$ cat src/verilog/scan_pkg.sv
// Purpose: Shared constants and carriers for the boundary-scan test port.
// Assumes: Test clock is sampled by ref_clk (10 MHz); test clock far slower.
// Notes: Instruction codes and identity value are local choices.
// Function
// - The controller is a sixteen-state sequencer following the standard state diagram.
// - The loaded instruction picks which of three data registers sits between serial in and out.
// - A one-bit bypass register gives a single-stage path.
// - A 256-cell boundary register can be captured, shifted and updated.
// - A 32-bit identification register can be captured and shifted out.
// - The boundary cells form one continuous shift chain across the pins.
// - Test logic runs apart from the system logic and its state.
// - Output cells drive and input cells capture pins for interconnect tests.
// - Sampling captures live pins and shifts them out without disturbing them.
// - The bypass instruction shrinks the path to one stage.
// - One instruction puts all pin drivers into a non-driving state.
// - One instruction holds outputs at preloaded boundary levels.
package scan_pkg;

  localparam int BSR_LEN  = 256;
  localparam int IDR_LEN  = 32;
  localparam int IR_LEN   = 4;
  localparam int PIN_CNT  = 128;   // Each pin owns an input and an output cell

  localparam logic [IR_LEN-1:0] INS_EXTEST = 4'h0;
  localparam logic [IR_LEN-1:0] INS_IDCODE = 4'h1;
  localparam logic [IR_LEN-1:0] INS_SAMPLE = 4'h2;
  localparam logic [IR_LEN-1:0] INS_HIGHZ  = 4'h9;
  localparam logic [IR_LEN-1:0] INS_CLAMP  = 4'hc;
  localparam logic [IR_LEN-1:0] INS_BYPASS = 4'hf;
  localparam logic [IR_LEN-1:0] IR_CAPTURE = 4'h1; // Fixed pattern, low bits 01

  // Arbitrary identity value, not tied to any real part
  localparam logic [IDR_LEN-1:0] ID_VALUE  = 32'h1234_5677;

  localparam logic [2:0] SYNC_RST = 3'h0;

  typedef enum {
    ST_RESET, ST_IDLE, ST_SEL_DR, ST_CAP_DR, ST_SH_DR, ST_EX1_DR, ST_PA_DR, ST_EX2_DR,
    ST_UPD_DR, ST_SEL_IR, ST_CAP_IR, ST_SH_IR, ST_EX1_IR, ST_PA_IR, ST_EX2_IR, ST_UPD_IR
  } tap_state_t;

  // Pin sampled inputs from the test port
  typedef struct packed {
    logic tck;
    logic tms;
    logic tdi;
    logic trst;
  } port_in_t;

  // Pin-side view of one group of device pins
  typedef struct packed {
    logic [PIN_CNT-1:0] core_out;
    logic [PIN_CNT-1:0] core_oe;
    logic [PIN_CNT-1:0] pad_in;
  } pin_side_t;

endpackage

$ cat src/verilog/edge_sync.sv
// Purpose: Two-stage synchroniser for the test port pins with edge finding.
// Assumes: Pins are asynchronous to ref_clk.
// Notes: First stage feeds only the second stage.
`timescale 1ns/1ns
`default_nettype none
module edge_sync
  import scan_pkg::*;
(
  input  wire logic     ref_clk,   // System sampling clock
  input  wire logic     reset,     // Synchronous, active high
  input  wire port_in_t pins,      // Raw test port pins
  output port_in_t      synced,    // Pins after two flops
  output logic          tck_rise,  // One-cycle pulse on test clock rise
  output logic          tck_fall   // One-cycle pulse on test clock fall
);

  port_in_t meta_r, meta_nxt;
  port_in_t sync_r, sync_nxt;
  logic     prev_r, prev_nxt;

  // Two flops before any logic reads a pin
  always_comb begin
    meta_nxt = reset ? port_in_t'(0) : pins;
    sync_nxt = reset ? port_in_t'(0) : meta_r;
    prev_nxt = reset ? 1'b0 : sync_r.tck;
  end

  always_ff @(posedge ref_clk) begin
    meta_r <= meta_nxt;
    sync_r <= sync_nxt;
    prev_r <= prev_nxt;
  end

  assign synced   = sync_r;
  assign tck_rise = sync_r.tck & ~prev_r;
  assign tck_fall = ~sync_r.tck & prev_r;

endmodule
`default_nettype wire

$ cat src/verilog/scan_tap.sv
// Purpose: Boundary-scan test access port with bypass, identity and pin chain.
// Assumes: Test clock slower than ref_clk / 4; test reset pin active high here.
// Notes: Pins pass straight through unless a driving or pads-off test instruction is live.
`timescale 1ns/1ns
`default_nettype none
module scan_tap
  import scan_pkg::*;
(
  input  wire logic               ref_clk,  // 10 MHz sampling clock
  input  wire logic               reset,    // Synchronous, active high
  input  wire logic               tck,      // Test clock pin
  input  wire logic               tms,      // Mode select pin
  input  wire logic               tdi,      // Serial data in pin
  input  wire logic               trst,     // Test reset pin, active high
  output logic                    tdo,      // Serial data out
  output logic                    tdo_oe,   // High while serial out drives
  input  wire pin_side_t          pin_side, // Core outputs, enables, pad levels
  output logic [PIN_CNT-1:0]      pad_out,  // Level toward each pad
  output logic [PIN_CNT-1:0]      pad_oe,   // Drive enable toward each pad
  output logic [PIN_CNT-1:0]      core_in   // Pad level handed to the core
);

  port_in_t   sp;
  logic       rise, fall;
  tap_state_t st_r, st_nxt;
  logic [IR_LEN-1:0]  ir_sh_r, ir_sh_nxt, ir_r, ir_nxt;
  logic [BSR_LEN-1:0] bsr_r, bsr_nxt, upd_r, upd_nxt;
  logic [IDR_LEN-1:0] id_r, id_nxt;
  logic               byp_r, byp_nxt;
  logic               tdo_r, tdo_nxt, oe_r, oe_nxt;
  logic               serial_bit;
  logic               drive_test, all_off;

  edge_sync u_sync (
    .ref_clk  (ref_clk),
    .reset    (reset),
    .pins     ({tck, tms, tdi, trst}),
    .synced   (sp),
    .tck_rise (rise),
    .tck_fall (fall)
  );

  // State walk on each rising test clock
  always_comb begin
    st_nxt = st_r;
    if (sp.trst) begin
      st_nxt = ST_RESET;
    end else if (rise) begin
      case (st_r)
        ST_RESET:  st_nxt = sp.tms ? ST_RESET  : ST_IDLE;
        ST_IDLE:   st_nxt = sp.tms ? ST_SEL_DR : ST_IDLE;
        ST_SEL_DR: st_nxt = sp.tms ? ST_SEL_IR : ST_CAP_DR;
        ST_CAP_DR: st_nxt = sp.tms ? ST_EX1_DR : ST_SH_DR;
        ST_SH_DR:  st_nxt = sp.tms ? ST_EX1_DR : ST_SH_DR;
        ST_EX1_DR: st_nxt = sp.tms ? ST_UPD_DR : ST_PA_DR;
        ST_PA_DR:  st_nxt = sp.tms ? ST_EX2_DR : ST_PA_DR;
        ST_EX2_DR: st_nxt = sp.tms ? ST_UPD_DR : ST_SH_DR;
        ST_UPD_DR: st_nxt = sp.tms ? ST_SEL_DR : ST_IDLE;
        ST_SEL_IR: st_nxt = sp.tms ? ST_RESET  : ST_CAP_IR;
        ST_CAP_IR: st_nxt = sp.tms ? ST_EX1_IR : ST_SH_IR;
        ST_SH_IR:  st_nxt = sp.tms ? ST_EX1_IR : ST_SH_IR;
        ST_EX1_IR: st_nxt = sp.tms ? ST_UPD_IR : ST_PA_IR;
        ST_PA_IR:  st_nxt = sp.tms ? ST_EX2_IR : ST_PA_IR;
        ST_EX2_IR: st_nxt = sp.tms ? ST_UPD_IR : ST_SH_IR;
        ST_UPD_IR: st_nxt = sp.tms ? ST_SEL_DR : ST_IDLE;
        default:   st_nxt = ST_RESET;
      endcase
    end
  end

  // Instruction shift and latch; reset state forces the identity code
  always_comb begin
    ir_sh_nxt = ir_sh_r;
    ir_nxt    = ir_r;
    if (st_r == ST_RESET) begin
      ir_nxt = INS_IDCODE;
    end
    if (rise) begin
      case (st_r)
        ST_CAP_IR: ir_sh_nxt = IR_CAPTURE;
        ST_SH_IR:  ir_sh_nxt = {sp.tdi, ir_sh_r[IR_LEN-1:1]};
        ST_UPD_IR: ir_nxt    = ir_sh_r;
        default:   ir_sh_nxt = ir_sh_r;
      endcase
    end
  end

  // Data registers: all capture together; shift and update per selected instruction
  always_comb begin
    bsr_nxt = bsr_r;
    upd_nxt = upd_r;
    id_nxt  = id_r;
    byp_nxt = byp_r;
    if (rise) begin
      case (st_r)
        ST_CAP_DR: begin
          // Even cells hold pad input, odd cells the core drive level
          for (int i = 0; i < PIN_CNT; i++) begin
            bsr_nxt[2*i]   = pin_side.pad_in[i];
            bsr_nxt[2*i+1] = pin_side.core_out[i];
          end
          id_nxt  = ID_VALUE;
          byp_nxt = 1'b0;
        end
        ST_SH_DR: begin
          case (ir_r)
            INS_EXTEST, INS_SAMPLE: bsr_nxt = {sp.tdi, bsr_r[BSR_LEN-1:1]};
            INS_IDCODE:             id_nxt  = {sp.tdi, id_r[IDR_LEN-1:1]};
            default:                byp_nxt = sp.tdi;
          endcase
        end
        ST_UPD_DR: begin
          // Update only from boundary instructions; sample doubles as preload
          if (ir_r == INS_EXTEST || ir_r == INS_SAMPLE) begin
            upd_nxt = bsr_r;
          end
        end
        default: byp_nxt = byp_r;
      endcase
    end
  end

  // Which register feeds serial out
  always_comb begin
    if (st_r == ST_SH_IR) begin
      serial_bit = ir_sh_r[0];
    end else begin
      case (ir_r)
        INS_EXTEST, INS_SAMPLE: serial_bit = bsr_r[0];
        INS_IDCODE:             serial_bit = id_r[0];
        default:                serial_bit = byp_r;
      endcase
    end
  end

  // Serial out moves on the falling test clock; test reset clears its enable at any time
  always_comb begin
    tdo_nxt = tdo_r;
    oe_nxt  = oe_r;
    if (sp.trst) begin
      oe_nxt = 1'b0;
    end else if (fall) begin
      tdo_nxt = serial_bit;
      oe_nxt  = (st_r == ST_SH_DR) || (st_r == ST_SH_IR);
    end
  end

  // Sequencer state lives on ref_clk alone and ignores core state
  always_ff @(posedge ref_clk) begin
    if (reset) begin
      st_r <= ST_RESET;
    end else begin
      st_r <= st_nxt;
    end
  end

  // Instruction registers; identity code after any reset
  always_ff @(posedge ref_clk) begin
    if (reset) begin
      ir_sh_r <= IR_CAPTURE;
      ir_r    <= INS_IDCODE;
    end else begin
      ir_sh_r <= ir_sh_nxt;
      ir_r    <= ir_nxt;
    end
  end

  // Data registers and update latch
  always_ff @(posedge ref_clk) begin
    if (reset) begin
      bsr_r <= '0;
      upd_r <= '0;
      id_r  <= ID_VALUE;
      byp_r <= 1'b0;
    end else begin
      bsr_r <= bsr_nxt;
      upd_r <= upd_nxt;
      id_r  <= id_nxt;
      byp_r <= byp_nxt;
    end
  end

  // Serial out; a fresh reset leaves the line undriven
  always_ff @(posedge ref_clk) begin
    if (reset) begin
      tdo_r <= 1'b0;
      oe_r  <= 1'b0;
    end else begin
      tdo_r <= tdo_nxt;
      oe_r  <= oe_nxt;
    end
  end

  // Pin muxing; sample and bypass leave the pins transparent
  assign drive_test = (ir_r == INS_EXTEST) || (ir_r == INS_CLAMP);
  assign all_off    = (ir_r == INS_HIGHZ);

  // Pads take test levels only from the update latch, so shifting never glitches them

  generate
    for (genvar g = 0; g < PIN_CNT; g++) begin : g_pin
      always_comb begin
        if (all_off) begin
          pad_out[g] = 1'b0;
          pad_oe[g]  = 1'b0;
        end else if (drive_test) begin
          pad_out[g] = upd_r[2*g+1];
          pad_oe[g]  = 1'b1;
        end else begin
          pad_out[g] = pin_side.core_out[g];
          pad_oe[g]  = pin_side.core_oe[g];
        end
      end
      assign core_in[g] = pin_side.pad_in[g];
    end
  endgenerate

  assign tdo    = tdo_r;
  assign tdo_oe = oe_r;

endmodule
`default_nettype wire

$ cat config.mk
export PLATFORM = sky130hd
export DESIGN_NAME = scan_tap
export DESIGN_NICKNAME = d
export VERILOG_FILES = /design/src/verilog/scan_pkg.sv /design/src/verilog/edge_sync.sv /design/src/verilog/scan_tap.sv
export SDC_FILE = /design/constraint.sdc
export NUM_CORES = 1
export LEC_CHECK = 0
export ABC_CLOCK_PERIOD_IN_PS = 4850
export BUFFER_PORTS_ARGS = -buffer_cell sky130_fd_sc_hd__buf_2
export CAP_MARGIN = 10
export CORE_AREA = 2 2 303 305
export DETAILED_ROUTE_END_ITERATION = 7
export DIE_AREA = 0 0 305 307
export PLACE_DENSITY = 0.52
export SETUP_SLACK_MARGIN = 0.4
export SYNTH_ARGS = -nofsm -noshare
export SYNTH_HDL_FRONTEND = slang
export SYNTH_SLANG_ARGS = --single-unit
$ cat constraint.sdc
create_clock -name ref_clk -period 4.85 [get_ports ref_clk]
set_input_delay 0.2425 -clock ref_clk [delete_from_list [all_inputs] [get_ports ref_clk]]
set_output_delay 0.2425 -clock ref_clk [all_outputs]
set_load 0.05 [all_outputs]
Yosys cells after proc, flatten, opt, wreduce, memory -nomap -nowiden:

Cells that the tools add are included.
W data, S select, Z words.

* bitwise logic cells: 5
* reductions and logical operators: 20
* eq/ne operators: 24
* mux-type cells: 537

Operator list (number)
* $mux W1: 517
* $pmux W256 S2: 1
* $eq A32 B4 Y1 const B: 9
* $mux W256: 1
* $eq A32 B3 Y1 const B: 4
* $eq A32 B2 Y1 const B: 2
* $logic_not A32 Y1: 2
* $pmux W32 S2: 1
* $pmux W4 S12: 1
* $eq A32 B1 Y1 const B: 1
* $eq A32 B5 Y1 const B: 1
* $mux W32: 1
* $mux W4: 7
* $reduce_and A3 Y1: 4
* $eq A4 B4 Y1 const B: 2
* $pmux W4 S2: 1
* $reduce_or A2 Y1: 4
* $mux W2: 3
* $mux W3: 2
* $ne A2 B2 Y1 const B: 3
* $reduce_or A3 Y1: 2
* $eq A4 B1 Y1 const B: 1
* $eq A4 B2 Y1 const B: 1
* $logic_not A4 Y1: 1
* 6 further kinds: 14

* register bits after elaboration: 596
* output and inout bits: 386
* bits of input ports: 390
* word-level logic and storage cells: 604

Logic depth before layout (Yosys ltp):

Gate-level depths: netlist (run 1).

* depth after elaboration: 4
* mapped depth: 8

By module:

Synthesis (run 1) repeated with hierarchy kept, for this count alone.

* cells, all modules: 3085
* area total of the unflattened synthesis: 22056.2 um2

Modules (own cells, without submodules)
* scan_tap: cells an instance 3065, times used 1, area an instance 21807.2 um2
* edge_sync: cells an instance 20, times used 1, area an instance 249.0 um2

Worst setup path after synthesis (run 1):

Ideal clock, no wire load.

* path type: register to output
* from: register ir_r[2]
* to: output pad_out[100]
* buffers on the path: 3
* stages on the path, launching flop included: 8
* slack: 2261 ps
* data arrival time: 2347 ps
* cells stage by stage: dfxtp_1 > buf_2 > or2_2 > a211oi_1 > clkbuf_1 > buf_2 > nand2_1 > a21oi_1

* cells in the longest elaborated chain, start to end: 4
* elaborated cells on any way between the ends: 6
* those cells by class: 2 x eq/ne; 2 x mux; 2 x reduce/logical

Ends and longest elaborated chain
* start: declaration: line scan_tap.sv:26 `logic [IR_LEN-1:0] ir_sh_r, ir_sh_nxt, ir_r, ir_nxt;`
* start signal: assignment: line scan_tap.sv:164 `ir_r <= ir_nxt;`
* $eq A4 B4 Y1 or $logic_not A4 Y1 (tied branches): line scan_tap.sv:195 `assign drive_test = (ir_r == INS_EXTEST) || (ir_r == INS_CLAMP);`
* $logic_or A1 B1 Y1: line scan_tap.sv:195
* $mux W1: line scan_tap.sv:206 `end else if (drive_test) begin`
* $mux W1 *: line scan_tap.sv:203 `if (all_off) begin`
* end: declaration: line scan_tap.sv:18 `output logic [PIN_CNT-1:0] pad_out,`

Mark *: on every way between the ends. The rest lies on a longest branch, timed or not.

Worst setup path after layout (run 1):

* from: register ir_r[2]
* to: output pad_oe[62]

* cells in the longest elaborated chain, start to end: 4
* elaborated cells on any way between the ends: 6
* those cells by class: 2 x eq/ne; 2 x mux; 2 x reduce/logical

Ends and longest elaborated chain
* $eq A4 B4 Y1 or $logic_not A4 Y1 (tied branches): line scan_tap.sv:195
* $logic_or A1 B1 Y1: line scan_tap.sv:195
* $mux W1: line scan_tap.sv:206
* $mux W1 *: line scan_tap.sv:203
* end: declaration: line scan_tap.sv:19 `output logic [PIN_CNT-1:0] pad_oe,`

Marked as above.

==> results.cfg, run 1 <==
[critical_path]
reg2reg_from = st_r[0]
start_kind = flip-flop
worst_setup_path_end_kind = output pin
timing.rr.end = upd_r[201]
arrival_ps = 3290
cp_max_fo = 98
crit_path_end = pad_oe[62]
crit_path_start = ir_r[2]
cp.required_ps = 4610
rr_worst_depth = 6
path_class = reg2out
regToRegSetupSlack_ps = 1730

[sta]
relSlewSlack_pct = 25.65
setup_tns_ps = 0
timing.final.crit_period_ps = 3535
finalHoldViolations = 0
drv_slew = 0
max_freq_ghz = 0.2829
fin_crit_sh_pct = 72.89
postLayoutSetupSlackWorst_ps = 1315
tightestPinTransition_ps = 1115
rsz0062_at_grt = no
final.setup_skew_ps = 28.11
setup_violations = 0

[finish]
area_growth_pct = 30.66
drive_gt1_share_pct = 24.63
fin_nets = 4050
fillers = 9867

[detailed_routing]
wl_per_cell_um = 19.22
wl_um = 93930
vias_per_cell = 4.872
drc = 0
vias = 23810
dr.first_iter.drc_count = 1455
drt_first_pass_iters = 5
drtAntennaViolNets = 0

[synthesis]
synth_cell_type_count = 52
async_reset_ff_share_pct = 0
synth_common_cells = nor2_1 (536), nand2_1 (523), dfxtp_1 (440)
syn_nets = 3482
syn_area_mm2 = 0.02208
synth_top_area_share_pct = 39.90
synth_edf_count = 0
synth_top_area_cell = dfxtp_1
synth_most_common_cell = nor2_1
ys_warn_count = 0
synth_seq_area_share_pct = 39.90
syn-instance-count = 3092
synthFlopType = dfxtp_1
syn_area_per_cell_um2 = 7.140
netlist_top_cells_area = dfxtp_1 (40%), nor2_1 (9.1%), nand2_1 (8.9%)
ys_ff_latch = 440

[cts]
clk_pin_slew_worst_paths_ps = 60
ctsHtreeMaxLevel = 2
cts_max_path_buffers = 3
root_buffer = clkbuf_16
numCtsBuffers = 51
clock_sinks = 440
tritoncts = built
clk_latency_ps = 610

[die]
io_pins = 776
die_h_um = 307
num_rows = 111
core_area_mm2 = 0.09069
initial_core_util_pct = 24.34
die_x_um = 305
die_area_mm2 = 0.09364

[placed_design]
dp_slack_ps = 1742
place_congestion = 0.8962
port_buffers = 775
dp_hpwl_um = 60620

[hold_path]
hold_path_class = in2reg
worstHoldStart = pin_side[291]
hold_depth = 3

[global_routing]
grt_pass1_vias = 22180
overflow = 0
grt_first_pass_wirelength_um = 138900
grt_max_degree = 155
track_usage_pct = 18.84
antenna_found_initial = 20

[outcome]
status = finished, final reports clean

[power_and_ir_drop]
p_per_area_mw_per_mm2 = 308.7
total_power_uw = 8903
peakVddDrop_uv = 252.8
leakage_uw = 0.01078

[job]
maxCapViolations = 0
through the flow:
| stage | instances | cell area, um2 | utilization [%] | hold slack [ps] |
|---|---|---|---|---|
| 2_1_floorplan | 3092 | 22080 | - | 370.7 |
| 3_3_place_gp | 4658 | 25810 | 28.46 | 417.1 |
| 3_5_place_dp | 4658 | 25810 | 28.46 | 426.2 |
| 4_1_cts | 4881 | 28830 | 31.79 | 0.3263 |
| 5_1_grt | 4887 | 28850 | 31.81 | 21.92 |
| 6_report | 4887 | 28850 | 31.81 | 37.12 |
metal layers:
metal	vias up	global-route usage, %	part of all wire (%)
met5	-	0	0.050
met4	8	6.159	3.1
met3	163	2.901	5.4
met2	812	32.05	48
met1	11250	24.30	43
li1	11570	-	-
how the worst min path moves through the flow:
stage	end	slack [ps]
final	bsr_r[71]	40
after global routing	bsr_r[228]	20
after CTS	bsr_r[150]	0.3
after detailed placement	u_sync.synced[1]	430
after global placement	u_sync.synced[0]	420
after floorplan	u_sync.meta_r[0]	370
cells by family after synthesis:
kind of cell	after synthesis	synth area share [%]
flops	440	39.90
xor+xnor	2	0.07936
compound gates	842	22.82
simple gates	1371	27.02
buf+inv	437	10.18
flip-flops by register name, indices dropped and copies added (netlist names):
name,flops
tdo,1
upd_r,128
u_sync.prev_r,1
ir_sh_r,4
u_sync.meta_r,4
id_r,32
bsr_r,256
st_r,4
u_sync.synced,4
tdo_oe,1
byp_r,1
ir_r,4
power breakdown:
part,switching [uW],internal (uW)
clock network,1640,2250
logic,999,387
registers,8.81,3620
worst max-delay path, cell delays in order (launching register included):
cell      delay (ps)
dfxtp_1          400
or2_2            380
a211oi_4         250
buf_12           380
buf_12           340
nor2_1            80
nor2_1           270
buf_2            330
final cells by class:
| cell class | instances | area (um2) | share of cell area [%] |
|---|---|---|---|
| antenna | 6 | 15.01 | 0.05205 |
| clock buffer | 74 | 1503 | 5.209 |
| clock inverter | 14 | 166.4 | 0.5769 |
| inverter | 3 | 11.26 | 0.03904 |
| multi-input combinational | 2215 | 11100 | 38.48 |
| sequential | 440 | 8808 | 30.54 |
| tap | 1186 | 1484 | 5.144 |
| timing repair buffer | 949 | 5758 | 19.96 |
repair_timing:
item,4_1_cts,5_1_grt
resized for setup,0,0
endpoints found under the hold margin,135,0
hold buffers,135,0
setup buffers,0,0
layout by cell type (no fill, tap or decap), drive strengths merged, types with 3 or more instances in the layout:
master       synthesis  layout
nand3                6       6
o22a                 9       9
dlygate4sd3          0     135
nand2              523     523
dfxtp              440     440
a22oi                8       8
inv                  3       5
diode                0       6
nor3b                4       4
nor4b                3       3
or3                258     258
a21oi              274     274
a2111oi              3       3
o211ai               4       4
nor2b               12      12
clkbuf             222      74
nor3                 9       9
clkinv               0       9
buf                212     814
nand2b               6       6
o21ai              260     260
nor2               536     536
a211oi             259     259
nor4                 4       4
a22o                 9       9
Note: power is estimated with default switching activity, not from simulation.
==> run 2: changes to the inputs <==
--- a/config.mk
+++ b/config.mk
@@ -5,13 +5,13 @@
 export SDC_FILE = /design/constraint.sdc
 export NUM_CORES = 1
 export LEC_CHECK = 0
-export ABC_CLOCK_PERIOD_IN_PS = 4850
+export ABC_CLOCK_PERIOD_IN_PS = 3100
 export BUFFER_PORTS_ARGS = -buffer_cell sky130_fd_sc_hd__buf_2
 export CAP_MARGIN = 10
-export CORE_AREA = 2 2 303 305
+export CORE_AREA = 2 2 298 300
 export DETAILED_ROUTE_END_ITERATION = 7
-export DIE_AREA = 0 0 305 307
-export PLACE_DENSITY = 0.52
+export DIE_AREA = 0 0 300 302
+export PLACE_DENSITY = 0.55
 export SETUP_SLACK_MARGIN = 0.4
 export SYNTH_ARGS = -nofsm -noshare
 export SYNTH_HDL_FRONTEND = slang
==> constraint.sdc (replaced) <==
create_clock -name ref_clk -period 3.1 [get_ports ref_clk]
set_input_delay 0.155 -clock ref_clk [delete_from_list [all_inputs] [get_ports ref_clk]]
set_output_delay 0.155 -clock ref_clk [all_outputs]
set_load 0.05 [all_outputs]
==> results.cfg, run 2 (same netlist as run 1, synthesis figures left out) <==
[outcome]
status = finished, final reports clean

[cts]
clock_sinks = 440
cts_max_path_buffers = 3
tritoncts = built
clk_latency_ps = 600
numCtsBuffers = 52
ctsHtreeMaxLevel = 2
root_buffer = clkbuf_16
clk_pin_slew_worst_paths_ps = 60

[critical_path]
slowest_stage = dfxtp_4
crit_chain = or2_4 > a211oi_4 > buf_4 > buf_12 > buf_12 > clkbuf_16 > nand2_1 > a21oi_2 > buf_6
start_kind = flip-flop
cp_max_fo = 5
reg2reg_from = st_r[2]
cp_num_buf_inv = 5
slowest_delay_ps = 350
arrival_ps = 2510
cp.required_ps = 2940
path_common_cell = buf_12
crit_path_start = ir_r[2]
path_class = reg2out
critPathTopFamily = buffers and inverters
worst_setup_path_end_kind = output pin

[sta]
postLayoutSetupSlackWorst_ps = 432.9
rsz0062_at_grt = yes
relSlewSlack_pct = 49.29
setup_violations = 0
drv_slew = 0
fin_crit_sh_pct = 86.04
tightestPinTransition_ps = 760.6
setup_tns_ps = 0
final.setup_skew_ps = 22.97
finalHoldViolations = 0
max_freq_ghz = 0.3749
timing.final.crit_period_ps = 2667

[power_and_ir_drop]
internal-power_uw = 10150
switching_power_uw = 4219
pwr-share-seq_pct = 39.5
clockPowerShare_pct = 43.6
leakage_uw = 0.01230
comb_power_share_pct = 16.9
peakVddDrop_uv = 357.1
p_sw_share_pct = 29.36
p_per_area_mw_per_mm2 = 445.3

[finish]
fin_nets = 4244
largestRegisters = bsr_r (256), upd_r (128), id_r (32)
finalInstanceArea_mm2 = 0.03227
top_register = bsr_r
final_common_cell = buf_2
largest_register_ffs = 256
drive_gt1_share_pct = 27.05
area_growth_pct = 46.18
mostFrequentLayoutCells = buf_2 (583), nor2_1 (535), nand2_1 (501)

[die]
die_x_um = 300
core_area_mm2 = 0.08756
io_pins = 776
die_h_um = 302
num_rows = 109
initial_core_util_pct = 25.21
die_area_mm2 = 0.09060

[global_routing]
grt_pass1_vias = 23920
antenna_found_initial = 19
grt_first_pass_wirelength_um = 144400
grt_max_degree = 132
track_usage_pct = 20.25
overflow = 0

[placed_design]
port_buffers = 775
place_congestion = 0.8832
placed_area_mm2 = 0.02628
dp_hpwl_um = 60770
dp_slack_ps = 603.9

[hold_path]
worstHoldStart = pin_side[107]
hold_path_class = in2reg

[detailed_routing]
drtAntennaViolNets = 0
wl_per_cell_um = 19.76
dr.first_iter.drc_count = 1905
drt_first_pass_iters = 6
vias_per_cell = 4.962
vias = 25170
wl_um = 100200
drc = 0

[job]
maxCapViolations = 0
run 2: stage by stage:
step	power, uW	cells	utilization [%]	hold WS (ps)
after floorplan	7222	3092	-	283.2
after global placement	7837	4674	30.02	381.8
after detailed placement	7830	4674	30.02	376.4
after CTS	14490	5049	36.03	3.427
after global routing	14860	5069	36.85	21.15
final	14370	5073	36.86	43.14
run 2: path summary, 6_finish.rpt:
path                           end  depth (start not counted)  slack [ps]
setup / recovery       pad_out[59]                          9         430
hold / removal          bsr_r[214]                          3          40
setup reg to reg        bsr_r[167]                          6         690
hold reg to reg   u_sync.synced[1]                          1         430
run 2: area by class of cell:
type / count / area, um2
repair buffers: 1141 / 8823
multi-input cells: 2216 / 11390
diodes: 12 / 30.03
clock inverters: 21 / 215.2
clock buffers: 75 / 1528
fillers: 9170 / 55290
well taps: 1165 / 1458
inverters: 3 / 11.26
flip-flops and latches: 440 / 8817
run 2: worst min-delay path, delay by kind of cell:
kind,cells,cell delay (ps)
buffers and inverters,1,110
AOI/OAI and AO/OA,2,320
run 2: power groups by stage:
stage          combinational (uW)  clock [uW]  sequential [uW]
2_1_floorplan                1430           0             5800
3_3_place_gp                 2040           0             5800
3_5_place_dp                 2030           0             5800
4_1_cts                      2370        6440             5670
5_1_grt                      2540        6650             5670
6_report                     2420        6270             5670
run 2: repair_timing:
| action | in CTS | in global routing |
|---|---|---|
| cloned | 9 | 12 |
| pin swaps | 9 | 29 |
| buffers inserted | 17 | 0 |
| endpoints found under the setup margin | 256 | 222 |
| hold endpoints to repair | 259 | 0 |
| resized for setup | 198 | 164 |
| hold buffers | 253 | 0 |
run 2: routing by layer:
metal / up-vias / part of all wire [%] / track usage [%] / wire (um)
li1: 11990 / - / - / -
met1: 11900 / 42 / 25.90 / 41960
met2: 1072 / 48 / 34.44 / 48430
met3: 208 / 6.4 / 2.787 / 6394
met4: 2 / 3.4 / 7.917 / 3452
met5: - / 0.011 / 0 / 11
